**config.mk**
```make
export PLATFORM = sky130hd
export DESIGN_NAME = adc_control_sequencer
export DESIGN_NICKNAME = d
export VERILOG_FILES = /design/src/rtl/adc_pkg.sv /design/src/rtl/sar_engine.sv /design/src/rtl/adc_control_sequencer.sv
export VERILOG_INCLUDE_DIRS = /design/src /design/src/rtl
export SDC_FILE = /design/constraint.sdc
export NUM_CORES = 1
export LEC_CHECK = 0
export BUFFER_PORTS_ARGS = -buffer_cell sky130_fd_sc_hd__buf_4
export CAP_MARGIN = 20
export CORE_AREA = 3 3 88 90
export CTS_BUF_LIST = sky130_fd_sc_hd__clkbuf_2
export CTS_CLUSTER_SIZE = 30
export DETAILED_ROUTE_END_ITERATION = 16
export DIE_AREA = 0 0 91 93
export GPL_ROUTABILITY_DRIVEN = 0
export PLACE_DENSITY = 0.93
export SYNTH_ARGS = -nofsm -noshare
export SYNTH_HDL_FRONTEND = slang
export SYNTH_SLANG_ARGS = --single-unit
```
**constraint.sdc**
```tcl
create_clock -name clock -period 3.35 [get_ports clock]
set_input_delay 0.1675 -clock clock [delete_from_list [all_inputs] [get_ports clock]]
set_output_delay 0.1675 -clock clock [all_outputs]
set_load 0.05 [all_outputs]
```
**src/rtl/adc_consts.svh**
```systemverilog
// How it works
// - power bit 1 runs the converter; 0 shuts it off, aborting any conversion.
// - port configuration bits 7 to 3 always read zero.
// - codes 000/010 five analog inputs; 001/011 four analog, fifth is reference.
// - completion loads result, clears start/done bit, sets complete flag.
// - reset leaves the result register untouched.
// - writing 1 to start/done while powered starts; bit reads 1 while busy.
// - channel select codes 000 to 100 pick channels 0 to 4.
// - a conversion lasts nine and a half conversion clock periods.
// - clock select 00 osc/2, 01 osc/8, 10 osc/32, 11 internal rc.
`ifndef ADC_CONSTS_SVH
`define ADC_CONSTS_SVH

// ----------------------------------------
// register indices, byte address is index times four
// ----------------------------------------
`define ADC_IDX_RESULT 10'h01e
`define ADC_IDX_CTRL 10'h01f
`define ADC_IDX_PORTCFG 10'h09f
`define ADC_IDX_STATUS 10'h0a0
`define ADC_IDX_MASK 10'h0a1

// ----------------------------------------
// fields and reset values
// ----------------------------------------
`define ADC_CTRL_ON 0
`define ADC_CTRL_GO 2
`define ADC_CTRL_CHAN_LO 3
`define ADC_CTRL_CLK_LO 6
`define ADC_CTRL_RESET 8'h00
`define ADC_PORTCFG_RESET 3'h0
`define ADC_FLAG_BIT 0

// ----------------------------------------
// timing
// ----------------------------------------
`define ADC_CLK_NS 4
`define ADC_RC_PERIOD_NS 4000
`define ADC_CONV_HALF_TICKS 19
`define ADC_HALF_OSC2 1
`define ADC_HALF_OSC8 4
`define ADC_HALF_OSC32 16

`endif

```
**src/rtl/adc_pkg.sv**
```systemverilog
package adc_pkg;
    typedef enum logic [1:0] {
        clk_osc2,
        clk_osc8,
        clk_osc32,
        clk_rc
    } conv_clk_t;

    typedef enum logic {
        sar_idle,
        sar_convert
    } sar_state_t;
endpackage : adc_pkg

```
**src/rtl/sar_engine.sv**
```systemverilog
`timescale 1ns/1ps
`include "adc_consts.svh"

module sar_engine #(
    parameter int HALF_W = 10
) (
    input wire logic clock,
    input wire logic resetn,
    input wire logic enable,
    input wire logic start,
    input wire logic [1:0] clk_sel,
    input wire logic comparator_in,
    output logic busy,
    output logic done,
    output logic [7:0] code
);
    localparam int RC_HALF = `ADC_RC_PERIOD_NS / `ADC_CLK_NS / 2;

    // refuse a divider too narrow for the rc half period
    if (RC_HALF < 1 || RC_HALF >= (1 << HALF_W) || HALF_W > 16) begin : g_half_check
        $error("sar_engine: HALF_W cannot hold the rc half period");
    end

    adc_pkg::sar_state_t state;
    logic [HALF_W-1:0] half_len;
    logic [HALF_W-1:0] div_cnt;
    logic [4:0] step;
    logic [2:0] cmp_sync;
    logic cmp_level;
    logic tick;
    logic [3:0] bit_idx;
    logic [HALF_W-1:0] next_half;

    assign busy = (state == adc_pkg::sar_convert);
    assign tick = busy && (div_cnt == half_len - HALF_W'(1));
    assign bit_idx = 4'(4'd8 - {1'b0, step[4:2], step[1]});

    // ----------------------------------------
    // comparator pin synchroniser
    // ----------------------------------------
    // level only moves when stages two and three agree
    always_ff @(posedge clock or negedge resetn) begin
        if (!resetn) begin
            cmp_sync <= 3'h0;
            cmp_level <= 1'b0;
        end else begin
            cmp_sync <= {cmp_sync[1:0], comparator_in};
            if (cmp_sync[1] == cmp_sync[2]) begin
                cmp_level <= cmp_sync[2];
            end
        end
    end

    // half period of the selected conversion clock
    always_comb begin
        case (adc_pkg::conv_clk_t'(clk_sel))
            adc_pkg::clk_osc2: next_half = HALF_W'(`ADC_HALF_OSC2);
            adc_pkg::clk_osc8: next_half = HALF_W'(`ADC_HALF_OSC8);
            adc_pkg::clk_osc32: next_half = HALF_W'(`ADC_HALF_OSC32);
            default: next_half = HALF_W'(RC_HALF);
        endcase
    end

    // ----------------------------------------
    // conversion sequence
    // ----------------------------------------
    // clock select is latched so a mid-conversion write cannot warp timing
    always_ff @(posedge clock or negedge resetn) begin
        if (!resetn) begin
            state <= adc_pkg::sar_idle;
            half_len <= HALF_W'(1);
            div_cnt <= '0;
            step <= 5'h0;
            done <= 1'b0;
            code <= 8'h00;
        end else begin
            done <= 1'b0;
            if (!enable) begin
                state <= adc_pkg::sar_idle;
                div_cnt <= '0;
            end else begin
                case (state)
                    adc_pkg::sar_idle: begin
                        if (start) begin
                            state <= adc_pkg::sar_convert;
                            half_len <= next_half;
                            div_cnt <= '0;
                            step <= 5'h0;
                            code <= 8'h80;
                        end
                    end
                    default: begin
                        div_cnt <= tick ? '0 : div_cnt + HALF_W'(1);
                        if (tick) begin
                            // 19 half periods make nine and a half periods
                            if (step == 5'(`ADC_CONV_HALF_TICKS - 1)) begin
                                state <= adc_pkg::sar_idle;
                                done <= 1'b1;
                            end else begin
                                step <= step + 5'h1;
                            end
                            if (!step[0] && step >= 5'd2 && step <= 5'd16) begin
                                code[bit_idx[2:0]] <= cmp_level;
                                if (bit_idx != 4'h0) begin
                                    code[bit_idx[2:0] - 3'h1] <= 1'b1;
                                end
                            end
                        end
                    end
                endcase
            end
        end
    end

    // ----------------------------------------
    // checks
    // ----------------------------------------
    logic [15:0] busy_cycles;
    always_ff @(posedge clock or negedge resetn) begin
        if (!resetn) begin
            busy_cycles <= 16'h0000;
        end else if (start && !busy) begin
            busy_cycles <= 16'h0000;
        end else if (busy) begin
            busy_cycles <= busy_cycles + 16'h0001;
        end
    end

    conv_length_a: assert property (@(posedge clock) disable iff (!resetn)
        done |-> busy_cycles == 16'(19 * int'(half_len)))
        else $error("conversion length is not 9.5 conversion clock periods");

    clock_select_a: assert property (@(posedge clock) disable iff (!resetn)
        (enable && start && !busy && clk_sel == 2'b01) |=> half_len == HALF_W'(4))
        else $error("osc/8 does not give a half period of four cycles");
endmodule : sar_engine

```
**src/rtl/adc_control_sequencer.sv**
```systemverilog
// Implementation choice: the APB register port.
`timescale 1ns/1ps
`include "adc_consts.svh"

module adc_control_sequencer (
    input wire logic clock,
    input wire logic resetn,
    input wire logic psel,
    input wire logic penable,
    input wire logic pwrite,
    input wire logic [11:0] paddr,
    input wire logic [31:0] pwdata,
    output logic [31:0] prdata,
    output logic pready,
    output logic pslverr,
    input wire logic comparator_in,
    output logic converter_enable,
    output logic [2:0] channel_select,
    output logic sample_connect,
    output logic [7:0] dac_code,
    output logic [4:0] analog_pin_mask,
    output logic ref_external,
    output logic irq
);
    logic converter_power_on;
    logic go;
    logic [2:0] channel_select_field;
    logic [1:0] conversion_clock_select;
    logic [2:0] port_config_field;
    logic [7:0] conversion_result;
    logic conversion_complete_flag;
    logic conversion_irq_enable;
    logic eng_busy;
    logic eng_done;
    logic [7:0] eng_code;
    logic access;
    logic commit_wr;
    logic start;
    logic hit;
    logic [31:0] rd_word;
    logic [9:0] idx;

    // ----------------------------------------
    // apb slave
    // ----------------------------------------
    assign idx = paddr[11:2];
    assign access = psel && penable && !pready;
    assign commit_wr = psel && penable && pready && pwrite && !pslverr;

    // read mux, unmapped words answer with an error
    always_comb begin
        hit = 1'b1;
        rd_word = 32'h0000_0000;
        if (paddr[1:0] != 2'b00) begin
            hit = 1'b0;
        end else if (idx == `ADC_IDX_RESULT) begin
            rd_word[7:0] = conversion_result;
        end else if (idx == `ADC_IDX_CTRL) begin
            // bit 1 is unimplemented and reads zero
            rd_word[7:0] = {conversion_clock_select, channel_select_field, go, 1'b0,
                            converter_power_on};
        end else if (idx == `ADC_IDX_PORTCFG) begin
            rd_word[2:0] = port_config_field;
        end else if (idx == `ADC_IDX_STATUS) begin
            rd_word[`ADC_FLAG_BIT] = conversion_complete_flag;
        end else if (idx == `ADC_IDX_MASK) begin
            rd_word[`ADC_FLAG_BIT] = conversion_irq_enable;
        end else begin
            hit = 1'b0;
        end
    end

    // one wait state: ready follows the first access cycle
    always_ff @(posedge clock or negedge resetn) begin
        if (!resetn) begin
            pready <= 1'b0;
            pslverr <= 1'b0;
            prdata <= 32'h0000_0000;
        end else begin
            pready <= access;
            pslverr <= access && !hit;
            if (access && !pwrite) begin
                prdata <= rd_word;
            end
        end
    end

    // ----------------------------------------
    // control register
    // ----------------------------------------
    // power state is sampled before the write, so a single write
    // that turns the module on and sets go does not start
    // the write must also keep power on, else a power-off write would pulse go
    assign start = commit_wr && idx == `ADC_IDX_CTRL && pwdata[`ADC_CTRL_GO]
        && pwdata[`ADC_CTRL_ON] && converter_power_on && !go;

    always_ff @(posedge clock or negedge resetn) begin
        if (!resetn) begin
            converter_power_on <= 1'b0;
            channel_select_field <= 3'h0;
            conversion_clock_select <= 2'h0;
        end else if (commit_wr && idx == `ADC_IDX_CTRL) begin
            converter_power_on <= pwdata[`ADC_CTRL_ON];
            channel_select_field <= pwdata[`ADC_CTRL_CHAN_LO +: 3];
            conversion_clock_select <= pwdata[`ADC_CTRL_CLK_LO +: 2];
        end
    end

    // go is owned by hardware once set; software clears it mid-run only by powering off
    always_ff @(posedge clock or negedge resetn) begin
        if (!resetn) begin
            go <= 1'b0;
        end else if (!converter_power_on) begin
            go <= 1'b0;
        end else if (eng_done) begin
            go <= 1'b0;
        end else if (start) begin
            go <= 1'b1;
        end
    end

    // ----------------------------------------
    // result register, no reset by design
    // ----------------------------------------
    always_ff @(posedge clock) begin
        if (eng_done) begin
            conversion_result <= eng_code;
        end
    end

    // ----------------------------------------
    // port configuration and pin decode
    // ----------------------------------------
    always_ff @(posedge clock or negedge resetn) begin
        if (!resetn) begin
            port_config_field <= `ADC_PORTCFG_RESET;
        end else if (commit_wr && idx == `ADC_IDX_PORTCFG) begin
            port_config_field <= pwdata[2:0];
        end
    end

    // mask order is {ra5, ra3, ra2, ra1, ra0}
    always_ff @(posedge clock or negedge resetn) begin
        if (!resetn) begin
            analog_pin_mask <= 5'h1f;
            ref_external <= 1'b0;
        end else begin
            case (port_config_field)
                3'b000, 3'b010: begin
                    analog_pin_mask <= 5'h1f;
                    ref_external <= 1'b0;
                end
                3'b001, 3'b011: begin
                    analog_pin_mask <= 5'h17;
                    ref_external <= 1'b1;
                end
                3'b100: begin
                    analog_pin_mask <= 5'h0b;
                    ref_external <= 1'b0;
                end
                3'b101: begin
                    analog_pin_mask <= 5'h03;
                    ref_external <= 1'b1;
                end
                default: begin
                    analog_pin_mask <= 5'h00;
                    ref_external <= 1'b0;
                end
            endcase
        end
    end

    // ----------------------------------------
    // interrupt status and mask
    // ----------------------------------------
    // a completion in the clearing cycle still sets the flag
    always_ff @(posedge clock or negedge resetn) begin
        if (!resetn) begin
            conversion_complete_flag <= 1'b0;
        end else if (eng_done) begin
            conversion_complete_flag <= 1'b1;
        end else if (commit_wr && idx == `ADC_IDX_STATUS && pwdata[`ADC_FLAG_BIT]) begin
            conversion_complete_flag <= 1'b0;
        end
    end

    always_ff @(posedge clock or negedge resetn) begin
        if (!resetn) begin
            conversion_irq_enable <= 1'b0;
            irq <= 1'b0;
        end else begin
            if (commit_wr && idx == `ADC_IDX_MASK) begin
                conversion_irq_enable <= pwdata[`ADC_FLAG_BIT];
            end
            irq <= conversion_complete_flag && conversion_irq_enable;
        end
    end

    // ----------------------------------------
    // pin facing outputs
    // ----------------------------------------
    always_ff @(posedge clock or negedge resetn) begin
        if (!resetn) begin
            converter_enable <= 1'b0;
            channel_select <= 3'h0;
            sample_connect <= 1'b0;
        end else begin
            converter_enable <= converter_power_on;
            channel_select <= channel_select_field;
            // holding cap leaves the pin while converting
            sample_connect <= converter_power_on && !eng_busy && !start;
        end
    end

    assign dac_code = eng_code;

    sar_engine #(
        .HALF_W(10)
    ) engine (
        .clock(clock),
        .resetn(resetn),
        .enable(converter_power_on),
        .start(start),
        .clk_sel(conversion_clock_select),
        .comparator_in(comparator_in),
        .busy(eng_busy),
        .done(eng_done),
        .code(eng_code)
    );

    // ----------------------------------------
    // checks
    // ----------------------------------------
    done_update_a: assert property (@(posedge clock) disable iff (!resetn)
        eng_done |=> (!go && conversion_complete_flag
        && conversion_result == $past(eng_code)))
        else $error("completion did not load result, clear go and set flag");

    same_edge_a: assert property (@(posedge clock) disable iff (!resetn)
        $fell(go) && converter_power_on |-> $rose(conversion_complete_flag)
        || conversion_complete_flag)
        else $error("go cleared without the flag on the same edge");

    power_off_a: assert property (@(posedge clock) disable iff (!resetn)
        !converter_power_on |=> !go && !eng_busy)
        else $error("converter still busy while powered off");

    start_busy_a: assert property (@(posedge clock) disable iff (!resetn)
        start |=> go && eng_busy)
        else $error("start write did not begin a conversion");

    cfg_upper_a: assert property (@(posedge clock) disable iff (!resetn)
        pready && !pwrite && idx == `ADC_IDX_PORTCFG |-> prdata[31:3] == 29'h0)
        else $error("port configuration upper bits read nonzero");

    pin_decode_a: assert property (@(posedge clock) disable iff (!resetn)
        !port_config_field[2] |=> analog_pin_mask == ($past(port_config_field[0]) ?
        5'h17 : 5'h1f) && ref_external == $past(port_config_field[0]))
        else $error("analog pin decode wrong for codes 000 to 011");

    channel_out_a: assert property (@(posedge clock) disable iff (!resetn)
        ##1 channel_select == $past(channel_select_field))
        else $error("channel select output does not follow the field");

    irq_level_a: assert property (@(posedge clock) disable iff (!resetn)
        conversion_complete_flag && conversion_irq_enable |=> irq)
        else $error("unmasked flag did not raise the interrupt");
endmodule : adc_control_sequencer

```
# Yosys cells after proc, flatten, opt, wreduce, memory -nomap -nowiden
# Cells that the tools add are included.
# word_totals
regBits,81
latchBits,0
ramBits,0
mem_bits_ro,0
in_bits,50
output_inout_bits,54
word_cells,151
n_memories,0
# op_classes
add_sub_neg,5
n_mul,0
n_div,0
n_lt_le_gt_ge,6
n_eq_ne,20
shifts,0
muxes,49
bitwise,2
reduce_logical,44
# ops
op,n
8-bit 2-to-1 mux,7
10-bit 2-to-1 mux,4
10-bit by 8-bit equality test with 1-bit output (second input constant),3
9-bit case mux with 3 select lines,1
1-bit 2-to-1 mux,26
5-bit 2-to-1 mux,5
1-bit logical AND,24
10-bit by 5-bit equality test with 1-bit output (second input constant),2
5-bit case mux with 4 select lines,1
10-bit by 1-bit adder with 10-bit output (second input constant),1
10-bit equality test,1
10-bit by 1-bit subtractor with 10-bit output (second input constant),1
8-bit bitwise mux,1
1-bit logical NOT,8
3-bit by 4-bit less-than comparator with 1-bit output (second input constant),2
8-bit OR,1
4-bit AND reduction,2
1-bit demux with 3-bit select,2
3-bit by 2-bit equality test with 1-bit output (second input constant),2
3-bit equality test (second input constant),2
3-bit by 1-bit greater-or-equal comparator with 1-bit output (second input constant),2
2-bit inequality test (second input constant),3
3-bit by 1-bit inequality test with 1-bit output (second input constant),2
2-bit nonzero test,3
19 further kinds,20

# Logic depth before layout (Yosys ltp)
# Gate-level depths: netlist of the first run.
# logic_depth
depth_word,12
mapped_depth,9
mapped_depth_nobuf,8

# Cells and area by module
# A second synthesis of the first run with hierarchy kept.
# unflattened
hier_cells,400
hier_area_um2,4050.1
# by_module_without_submodules
mod,instances,cells_per_inst,area_per_inst_um2,seq_area_each_um2
sar_engine,1,247,2180.8,827.0
adc_control_sequencer,1,153,1869.3,1044.8

# Least setup slack after synthesis of the first run
# Ideal clock, no wire load.
# synth_path
path_type,reg-to-reg
startpoint,register engine.step[1]
endpoint,register engine.code[5]
setup_time_ps,77
arrival_ps,2299
required_ps,3273
setup_slack_ps,974
stages_incl_launch_ff,10
n_path_buf,1
synth_period_minus_slack_ps,2376
cell_sequence,dfrtp_1 > clkbuf_1 > inv_1 > ha_1 > nand2b_1 > o311ai_0 > o21ai_1 > nand4_1 > o31a_1 > a21oi_1
# synth_via
elab_chain_cells,11
elab_cells_between_ends,25
cone_classes,add/sub (2); order compare (6); eq/ne (1); mux (9); bitwise (1); reduce/logical (6)
# synth_rtl
item,line_no,source
from (decl),sar_engine.sv:27,logic [4:0] step;
from (signal assigned),sar_engine.sv:100,step <= step + 5'h1;
4-bit subtractor,sar_engine.sv:36,"assign bit_idx = 4'(4'd8 - {1'b0, step[4:2], step[1]});"
3-bit by 1-bit subtractor with 3-bit output (tied with other cells),sar_engine.sv:105,code[bit_idx[2:0] - 3'h1] <= 1'b1;
3-bit by 4-bit less-than comparator with 1-bit output (not written as such) (tied with other cells),sar_engine.sv:105,
1-bit logical AND (not written as such) or 1-bit 2-to-1 mux (tied branches),"sar_engine.sv:105, sar_engine.sv:103",
1-bit 2-to-1 mux (not written as such) or 1-bit demux with 3-bit select (tied branches),--,
1-bit demux with 3-bit select or 8-bit bitwise mux (tied branches),--,
8-bit OR (no source line),--,
8-bit 2-to-1 mux,sar_engine.sv:104,if (bit_idx != 4'h0) begin
8-bit 2-to-1 mux,sar_engine.sv:102,if (!step[0] && step >= 5'd2 && step <= 5'd16) begin
8-bit 2-to-1 mux,sar_engine.sv:94,if (tick) begin
8-bit 2-to-1 mux,sar_engine.sv:82,case (state)
"to (signal, indexed assignment)",sar_engine.sv:103,code[bit_idx[2:0]] <= cmp_level;
to (decl),sar_engine.sv:15,output logic [7:0] code
# Several ways; a longest one is shown, not always the timed one. The select of a mux whose other input is x is not followed.
# A chain may end at the register's enable or synchronous reset.

# Worst setup path after layout of the first run
# Ends and elaborated chain as after synthesis.

==> results of run 1 <==
## metal layers
layer  up-vias  routed length (um)  global-route usage, %  part of all wire [%]
met2       152                4750                   40.5                    52
met5         -                   0                      0                     0
met4         0                 298                   9.42                   3.3
met1      1504                3480                   25.2                    38
met3        29                 551                   5.15                   6.1
li1       1441                   -                      -                     -
## worst max path at each step
stage / start / cells past startpoint / endpoint
finish: engine.step[1] / 8 / engine.code[5]
global route: engine.step[1] / 8 / engine.code[5]
CTS: engine.step[1] / 8 / engine.code[5]
detailed placement: engine.step[1] / 8 / engine.code[5]
global placement: engine.step[1] / 8 / engine.code[5]
floorplan: engine.step[1] / 9 / engine.code[5]
## where the power goes
| group | switching (W) | internal (W) |
|---|---|---|
| logic | 0.000105 | 0.0000398 |
| clock network | 0.000356 | 0.000111 |
| registers | 0.00000455 | 0.000899 |
## sequential cells by signal (all words and copies together), names as in the netlist, 2 cells and up
signal                   cells
engine.div_cnt              10
conversion_result            8
engine.code                  8
prdata                       8
engine.step                  5
engine.half_len              4
analog_pin_mask              3
channel_select               3
channel_select_field         3
engine.cmp_sync              3
port_config_field            3
conversion_clock_select      2
## layout by cell type (no fill, tap or decap), drive strengths merged, types with 3 or more instances in the layout
cell type	instances
nor3b	3
nand2b	5
xor2	5
or3	8
conb	24
nor2b	7
a31o	4
nand3b	3
edfxtp	8
a21oi	12
and2	5
inv	13
a31oi	5
clkbuf	9
nor2	10
and3	7
dfstp	4
nand2	41
ha	8
dlygate4sd3	15
dfrtp	61
o31ai	5
a211oi	3
nand3	14
o211ai	3
a21boi	3
and3b	4
mux2i	9
mux2	10
buf	55
nand4	5
o21ai	32
a22o	5
nor3	11
## layout make-up
class	instances	area, um^2	area share [%]
Clock buffer	9	45.0	1.00
Tap cell	99	124	2.76
Sequential cell	73	1870	41.8
Clock inverter	7	61.3	1.37
Timing Repair Buffer	70	563	12.6
Inverter	10	37.5	0.837
Multi-Input combinational cell	276	1780	39.7
## cell families after synthesis
family	after synthesis
flip-flops	73
XOR/XNOR	7
AND/OR/NAND/NOR	129
AO/OA/AOI/OAI	88
adder cells (fa/ha/maj)	9
other	1
multiplexers	19
buffers and inverters	49
## per-stage QoR
step,hold slack [ns],setup slack [ns]
after floorplan,-0.128,0.974
after global placement,0.279,0.786
after detailed placement,0.279,0.719
after CTS,0.0470,0.662
after global routing,0.0447,0.286
final,0.0697,0.579
## tightest hold or removal path, cell delays in order
cell,delay (ns)
buf_4,0.16
a31oi_1,0.19
o31ai_1,0.07
==> results.toml, run 1 <==
[yosys]
yosysMostFrequentCell = "dfrtp_1"
yosys-top-cells-count = "dfrtp_1 (61), nand2_1 (41), o21ai_0 (30), buf_4 (26)"
ys_warn_count = 0
synth_flop_cell = "dfrtp_1"
synth.largest_area_cell = "dfrtp_1"
synthCells = 375
synth_xor_area_share_pct = 1.59
synthTopCellsByArea = "dfrtp_1 (40%), edfxtp_1 (6.2%), buf_4 (5.1%)"
synth_mux_area_share_pct = 5.26
synthArstFlopShare_pct = 89.0
syn_area_um2 = 3850
ys_seq_area_share_pct = 48.6
ys_seq_elements = 73
yosys.area_share.simple_pct = 18.8
synth_top_family_by_area = "simple AND/OR/NAND/NOR gates"
synth_largest_type_area_fraction_pct = 39.6
synth_edf_count = 8
yosys.area_share.adder_pct = 2.86
avgSynthCellArea_um2 = 10.3
synth_compound_gate_area_share_pct = 15.4
yosysUniqueCellTypes = 69

[worst_setup_path]
cp.required_ns = 3.81
r2r_setup_slack_ns = 0.58
r2r-end = "engine.code[5]"
cp-end-kind = "flip-flop"
critPathSlowestCell = "dfrtp_1"
path_class = "flip-flop to flip-flop"
crit_arrival_ns = 3.23
worst_path_largest_cell_delay_ns = 0.69
cp_max_fo = 15
path_buf_inv = 1
start_kind = "flip-flop"
r2r_cells = 8
path_cells = "inv_1, ha_1, nand2b_1, o311ai_0, o21ai_1, nand4_1, o31a_1, a21oi_1"
r2r_start = "engine.step[1]"
cp_top_family = "compound AO/OA/AOI/OAI gates"

[global_route]
antenna_found_initial = 0
grt_pass1_wl_um = 15000
grt_pass1_vias = 3141
grt_use_total_pct = 22.3
grt_max_degree = 66
grt_overflow = 0

[floorplanning]
initial_utilization_pct = 54.0
num_rows = 31
die_area_um2 = 8460
core_area_um2 = 7140
die_w_um = 91
die_y_um = 93
io_pins = 104

[layout]
area_growth_syn_to_layout_pct = 16.4
n_fill_cell = 538
fin_area_um2 = 4480
n_antenna_cell = 0
nets = 498
final_cells = 544
final_core_util_pct = 62.8
drive_gt1_share_pct = 23.4

[clocking]
clockBufferDepth = 2
hold_buffers = 15
clock-sinks = 73
cts_tree = "done"
numCtsBuffers = 9
cts_resized = 0
clk_pin_slew_ns = 0.24
root_buffer = "clkbuf_2"
post_cts_buffers = 0
worstSkewPairLatency_ns = 0.52
cts_max_level = 3

[worst_hold_path]
whs_path_depth = 3
min_to = "prdata[1]"
hp-class = "primary input to flip-flop"
min_from = "paddr[9]"

[run_status]
status = "complete, no violations"

[sta]
final.setup.tns_ns = 0
rsz0062_at_grt = "false"
hold_viol_final = 0
period_minus_slack_ns = 2.77
fmax_mhz = 361
setup_viol = 0
relSlewSlack_pct = 45.8
tightest_slew_ns = 0.814
slew_viol_final = 0
fin_worst_skew_ns = 0.0249
period_share_pct = 82.7

[placement]
placed_cells = 513
placed_area_um2 = 4230
dp_hpwl_um = 6090
io_buffers = 55

[run]
cap_violations = 0

[routing]
antenna_left = 0
drc = 0
first_iter_violations = 262
vias = 3126
wl_per_cell_um = 16.7
post_drt_via_cell_ratio = 5.75
firstDrtPassIters = 5
wl_um = 9080

[power]
p_per_area_nw_per_um2 = 338
leakagePower_nw = 2.08
power.total_w = 0.00152
vdd_ir_drop_max_mv = 0.213
Power figures use the tool's default switching activity.
==> run 2, diff against run 1 <==
--- a/config.mk
+++ b/config.mk
@@ -6,15 +6,16 @@
 export SDC_FILE = /design/constraint.sdc
 export NUM_CORES = 1
 export LEC_CHECK = 0
+export ABC_AREA = 1
 export BUFFER_PORTS_ARGS = -buffer_cell sky130_fd_sc_hd__buf_4
 export CAP_MARGIN = 20
-export CORE_AREA = 3 3 88 90
+export CORE_AREA = 3 3 92 94
 export CTS_BUF_LIST = sky130_fd_sc_hd__clkbuf_2
 export CTS_CLUSTER_SIZE = 30
 export DETAILED_ROUTE_END_ITERATION = 16
-export DIE_AREA = 0 0 91 93
+export DIE_AREA = 0 0 95 97
 export GPL_ROUTABILITY_DRIVEN = 0
-export PLACE_DENSITY = 0.93
+export PLACE_DENSITY = 0.91
 export SYNTH_ARGS = -nofsm -noshare
 export SYNTH_HDL_FRONTEND = slang
 export SYNTH_SLANG_ARGS = --single-unit
==> constraint.sdc (replaced) <==
create_clock -name clock -period 2.9 [get_ports clock]
set_input_delay 0.145 -clock clock [delete_from_list [all_inputs] [get_ports clock]]
set_output_delay 0.145 -clock clock [all_outputs]
set_load 0.05 [all_outputs]
==> run 2 against run 1 <==
Worst hold slack better by 0.0048 ns; via count up 15%; first-iteration DRC count is 11% lower; cell area up 8.1%; clock power rose by 9.4%; total power increased by 22%; clock skew fell by 0.0018 ns; register-to-register slack better by 0.20 ns.
==> results.toml, run 2 <==
[run_status]
status = "complete, no violations"

[global_route]
grt_max_degree = 66
use_met1_pct = 24.8
busiest_layer = "met2"
grt_use_total_pct = 21.0
grt_use_met3_pct = 4.98
met2_usage_pct = 35.9
grt_pass1_vias = 3396
grt_pass1_wl_um = 15400
grt_overflow = 0
antenna_found_initial = 0

[clocking]
numCtsBuffers = 9
clk_pin_slew_ns = 0.22
clock-sinks = 73
worstSkewPairLatency_ns = 0.54
root_buffer = "clkbuf_2"
cts_max_level = 3
clockBufferDepth = 2
cts_tree = "done"
post_cts_buffers = 0

[worst_setup_path]
start_kind = "primary input"
path_class = "primary input to flip-flop"
crit_arrival_ns = 2.70
cp_max_fo = 17
cp-end-kind = "flip-flop"
cp.required_ns = 3.40

[yosys]
syn_area_um2 = 4210
synthTopCellsByArea = "dfrtp_1 (36%), nand2_1 (13%), edfxtp_1 (5.7%)"
synth_largest_type_area_fraction_pct = 36.2
synth_flop_cell = "dfrtp_1"
ys_warn_count = 0
ys_seq_elements = 73
yosysUniqueCellTypes = 46
yosysMostFrequentCell = "nand2_1"
yosys-top-cells-count = "nand2_1 (147), dfrtp_1 (61), inv_1 (52), nor2_1 (35), buf_4 (29)"
synth_edf_count = 8
synthCells = 513
synthArstFlopShare_pct = 89.0
avgSynthCellArea_um2 = 8.21
ys_seq_area_share_pct = 44.4
synth.largest_area_cell = "dfrtp_1"

[routing]
post_drt_via_cell_ratio = 5.20
vias = 3596
firstDrtPassIters = 6
first_iter_violations = 232
drc = 0
wl_um = 9300
wl_per_cell_um = 13.4
antenna_left = 0

[power]
power.total_w = 0.00185
vdd_ir_drop_max_mv = 0.167
p_per_area_nw_per_um2 = 382
leakagePower_nw = 2.50

[sta]
tightest_slew_ns = 0.806
hold_viol_final = 0
setup_viol = 0
fmax_mhz = 454
fin_worst_skew_ns = 0.0230
slew_viol_final = 0
period_minus_slack_ns = 2.20
final.setup.tns_ns = 0
fin_ws_ns = 0.697
period_share_pct = 76.0
rsz0062_at_grt = "false"
relSlewSlack_pct = 46.2

[floorplanning]
initial_utilization_pct = 54.5
die_area_um2 = 9220
num_rows = 32
die_y_um = 97
die_w_um = 95
io_pins = 104
core_area_um2 = 7730

[placement]
pre_cts_ws_ns = 0.824
dp_hpwl_um = 6550
placed_area_um2 = 4580
io_buffers = 55

[layout]
drive_gt1_share_pct = 20.8
nets = 643
n_antenna_cell = 0
top_register = "engine.div_cnt"
fin_area_um2 = 4850
final_common_cell = "nand2_1"
area_growth_syn_to_layout_pct = 15.1
largest_register_ffs = 10
final_cell_mix = "nand2_1 (147), dfrtp_1 (61), buf_4 (55)"

[run]
cap_violations = 0

[worst_hold_path]
hp-class = "primary input to flip-flop"
## run 2: cell types whose count changed in the layout (fill, tap and decap cells not counted), moves of 8 or more
cell | previous run | this run
nand3_1 | 12 | 24
nand2_1 | 41 | 147
mux2i_1 | 9 | 0
o21ai_1 | 1 | 14
o21ai_0 | 30 | 15
nor2_4 | 0 | 8
nand4_1 | 5 | 21
inv_1 | 9 | 52
inv_2 | 1 | 10
mux2_2 | 10 | 0
nor2_1 | 10 | 35
## run 2: per-layer routing
metal,wire length (um),vias up
met5,0,-
met3,657,22
met1,3660,1675
li1,-,1748
met4,206,0
met2,4780,151
## run 2: layout make-up
| class | instances | area, um^2 |
|---|---|---|
| Fill cell | 604 | 2880 |
| Multi-Input combinational cell | 367 | 1930 |
| Sequential cell | 73 | 1870 |
| Timing Repair Buffer | 72 | 583 |
| Inverter | 62 | 233 |
| Tap cell | 102 | 128 |
| Clock inverter | 7 | 52.6 |
| Clock buffer | 9 | 45.0 |
## run 2: worst max-delay path, cell delays in order
cell and delay (ns):
dlygate4sd3_1 0.53, buf_4 0.11, nor2_4 0.04, dlygate4sd3_1 0.60, nand3_4 0.14, nor2_4 0.05, nand4_2 0.10, nand2_4 0.16
nor2_1 0.59, nand2_1 0.12, nand2_1 0.11
## run 2: through the flow
stage / hold slack [ns] / instances / util [%]
6_report: 0.0745 / 692 / 62.7
4_1_cts: 0.0464 / 692 / 62.7
3_3_place_gp: 0.259 / 659 / 59.2
5_1_grt: 0.0689 / 692 / 62.7
2_1_floorplan: -0.151 / 536 / -
3_5_place_dp: 0.258 / 659 / 59.2
## run 2: path summary, 6_finish.rpt
path                               startpoint  cells after the start  slack [ns]            endpoint
setup / recovery                    paddr[10]                     11        0.70   engine.div_cnt[0]
min in group asynchronous              resetn                      2        0.21              pready
hold reg to reg            engine.cmp_sync[0]                      0        0.38  engine.cmp_sync[1]
setup reg to reg               engine.step[1]                      8        0.78      engine.code[0]
hold / removal                       paddr[7]                      6        0.07  converter_power_on
max in group asynchronous              resetn                      2        2.17  engine.cmp_sync[2]
## run 2: cells by family after synthesis
logic type,after synthesis,synth area share [%]
DFF,73,44.4
and+or+nand+nor,268,31.0
adders and majority gates,9,2.61
other,1,0.0890
AOI/OAI and AO/OA,57,8.23
xor gates and xnor gates,9,1.87
buffers and inverters,96,11.7
## run 2: power by group
group | internal, W | switching [W]
Clock | 0.000120 | 0.000390
Combinational | 0.0000895 | 0.000189
Sequential | 0.00105 | 0.0000155
## run 2: what timing repair did
item,4_1_cts,5_1_grt
hold buffers,17,0
gates resized for setup,0,0
endpoints found under the hold margin,76,0
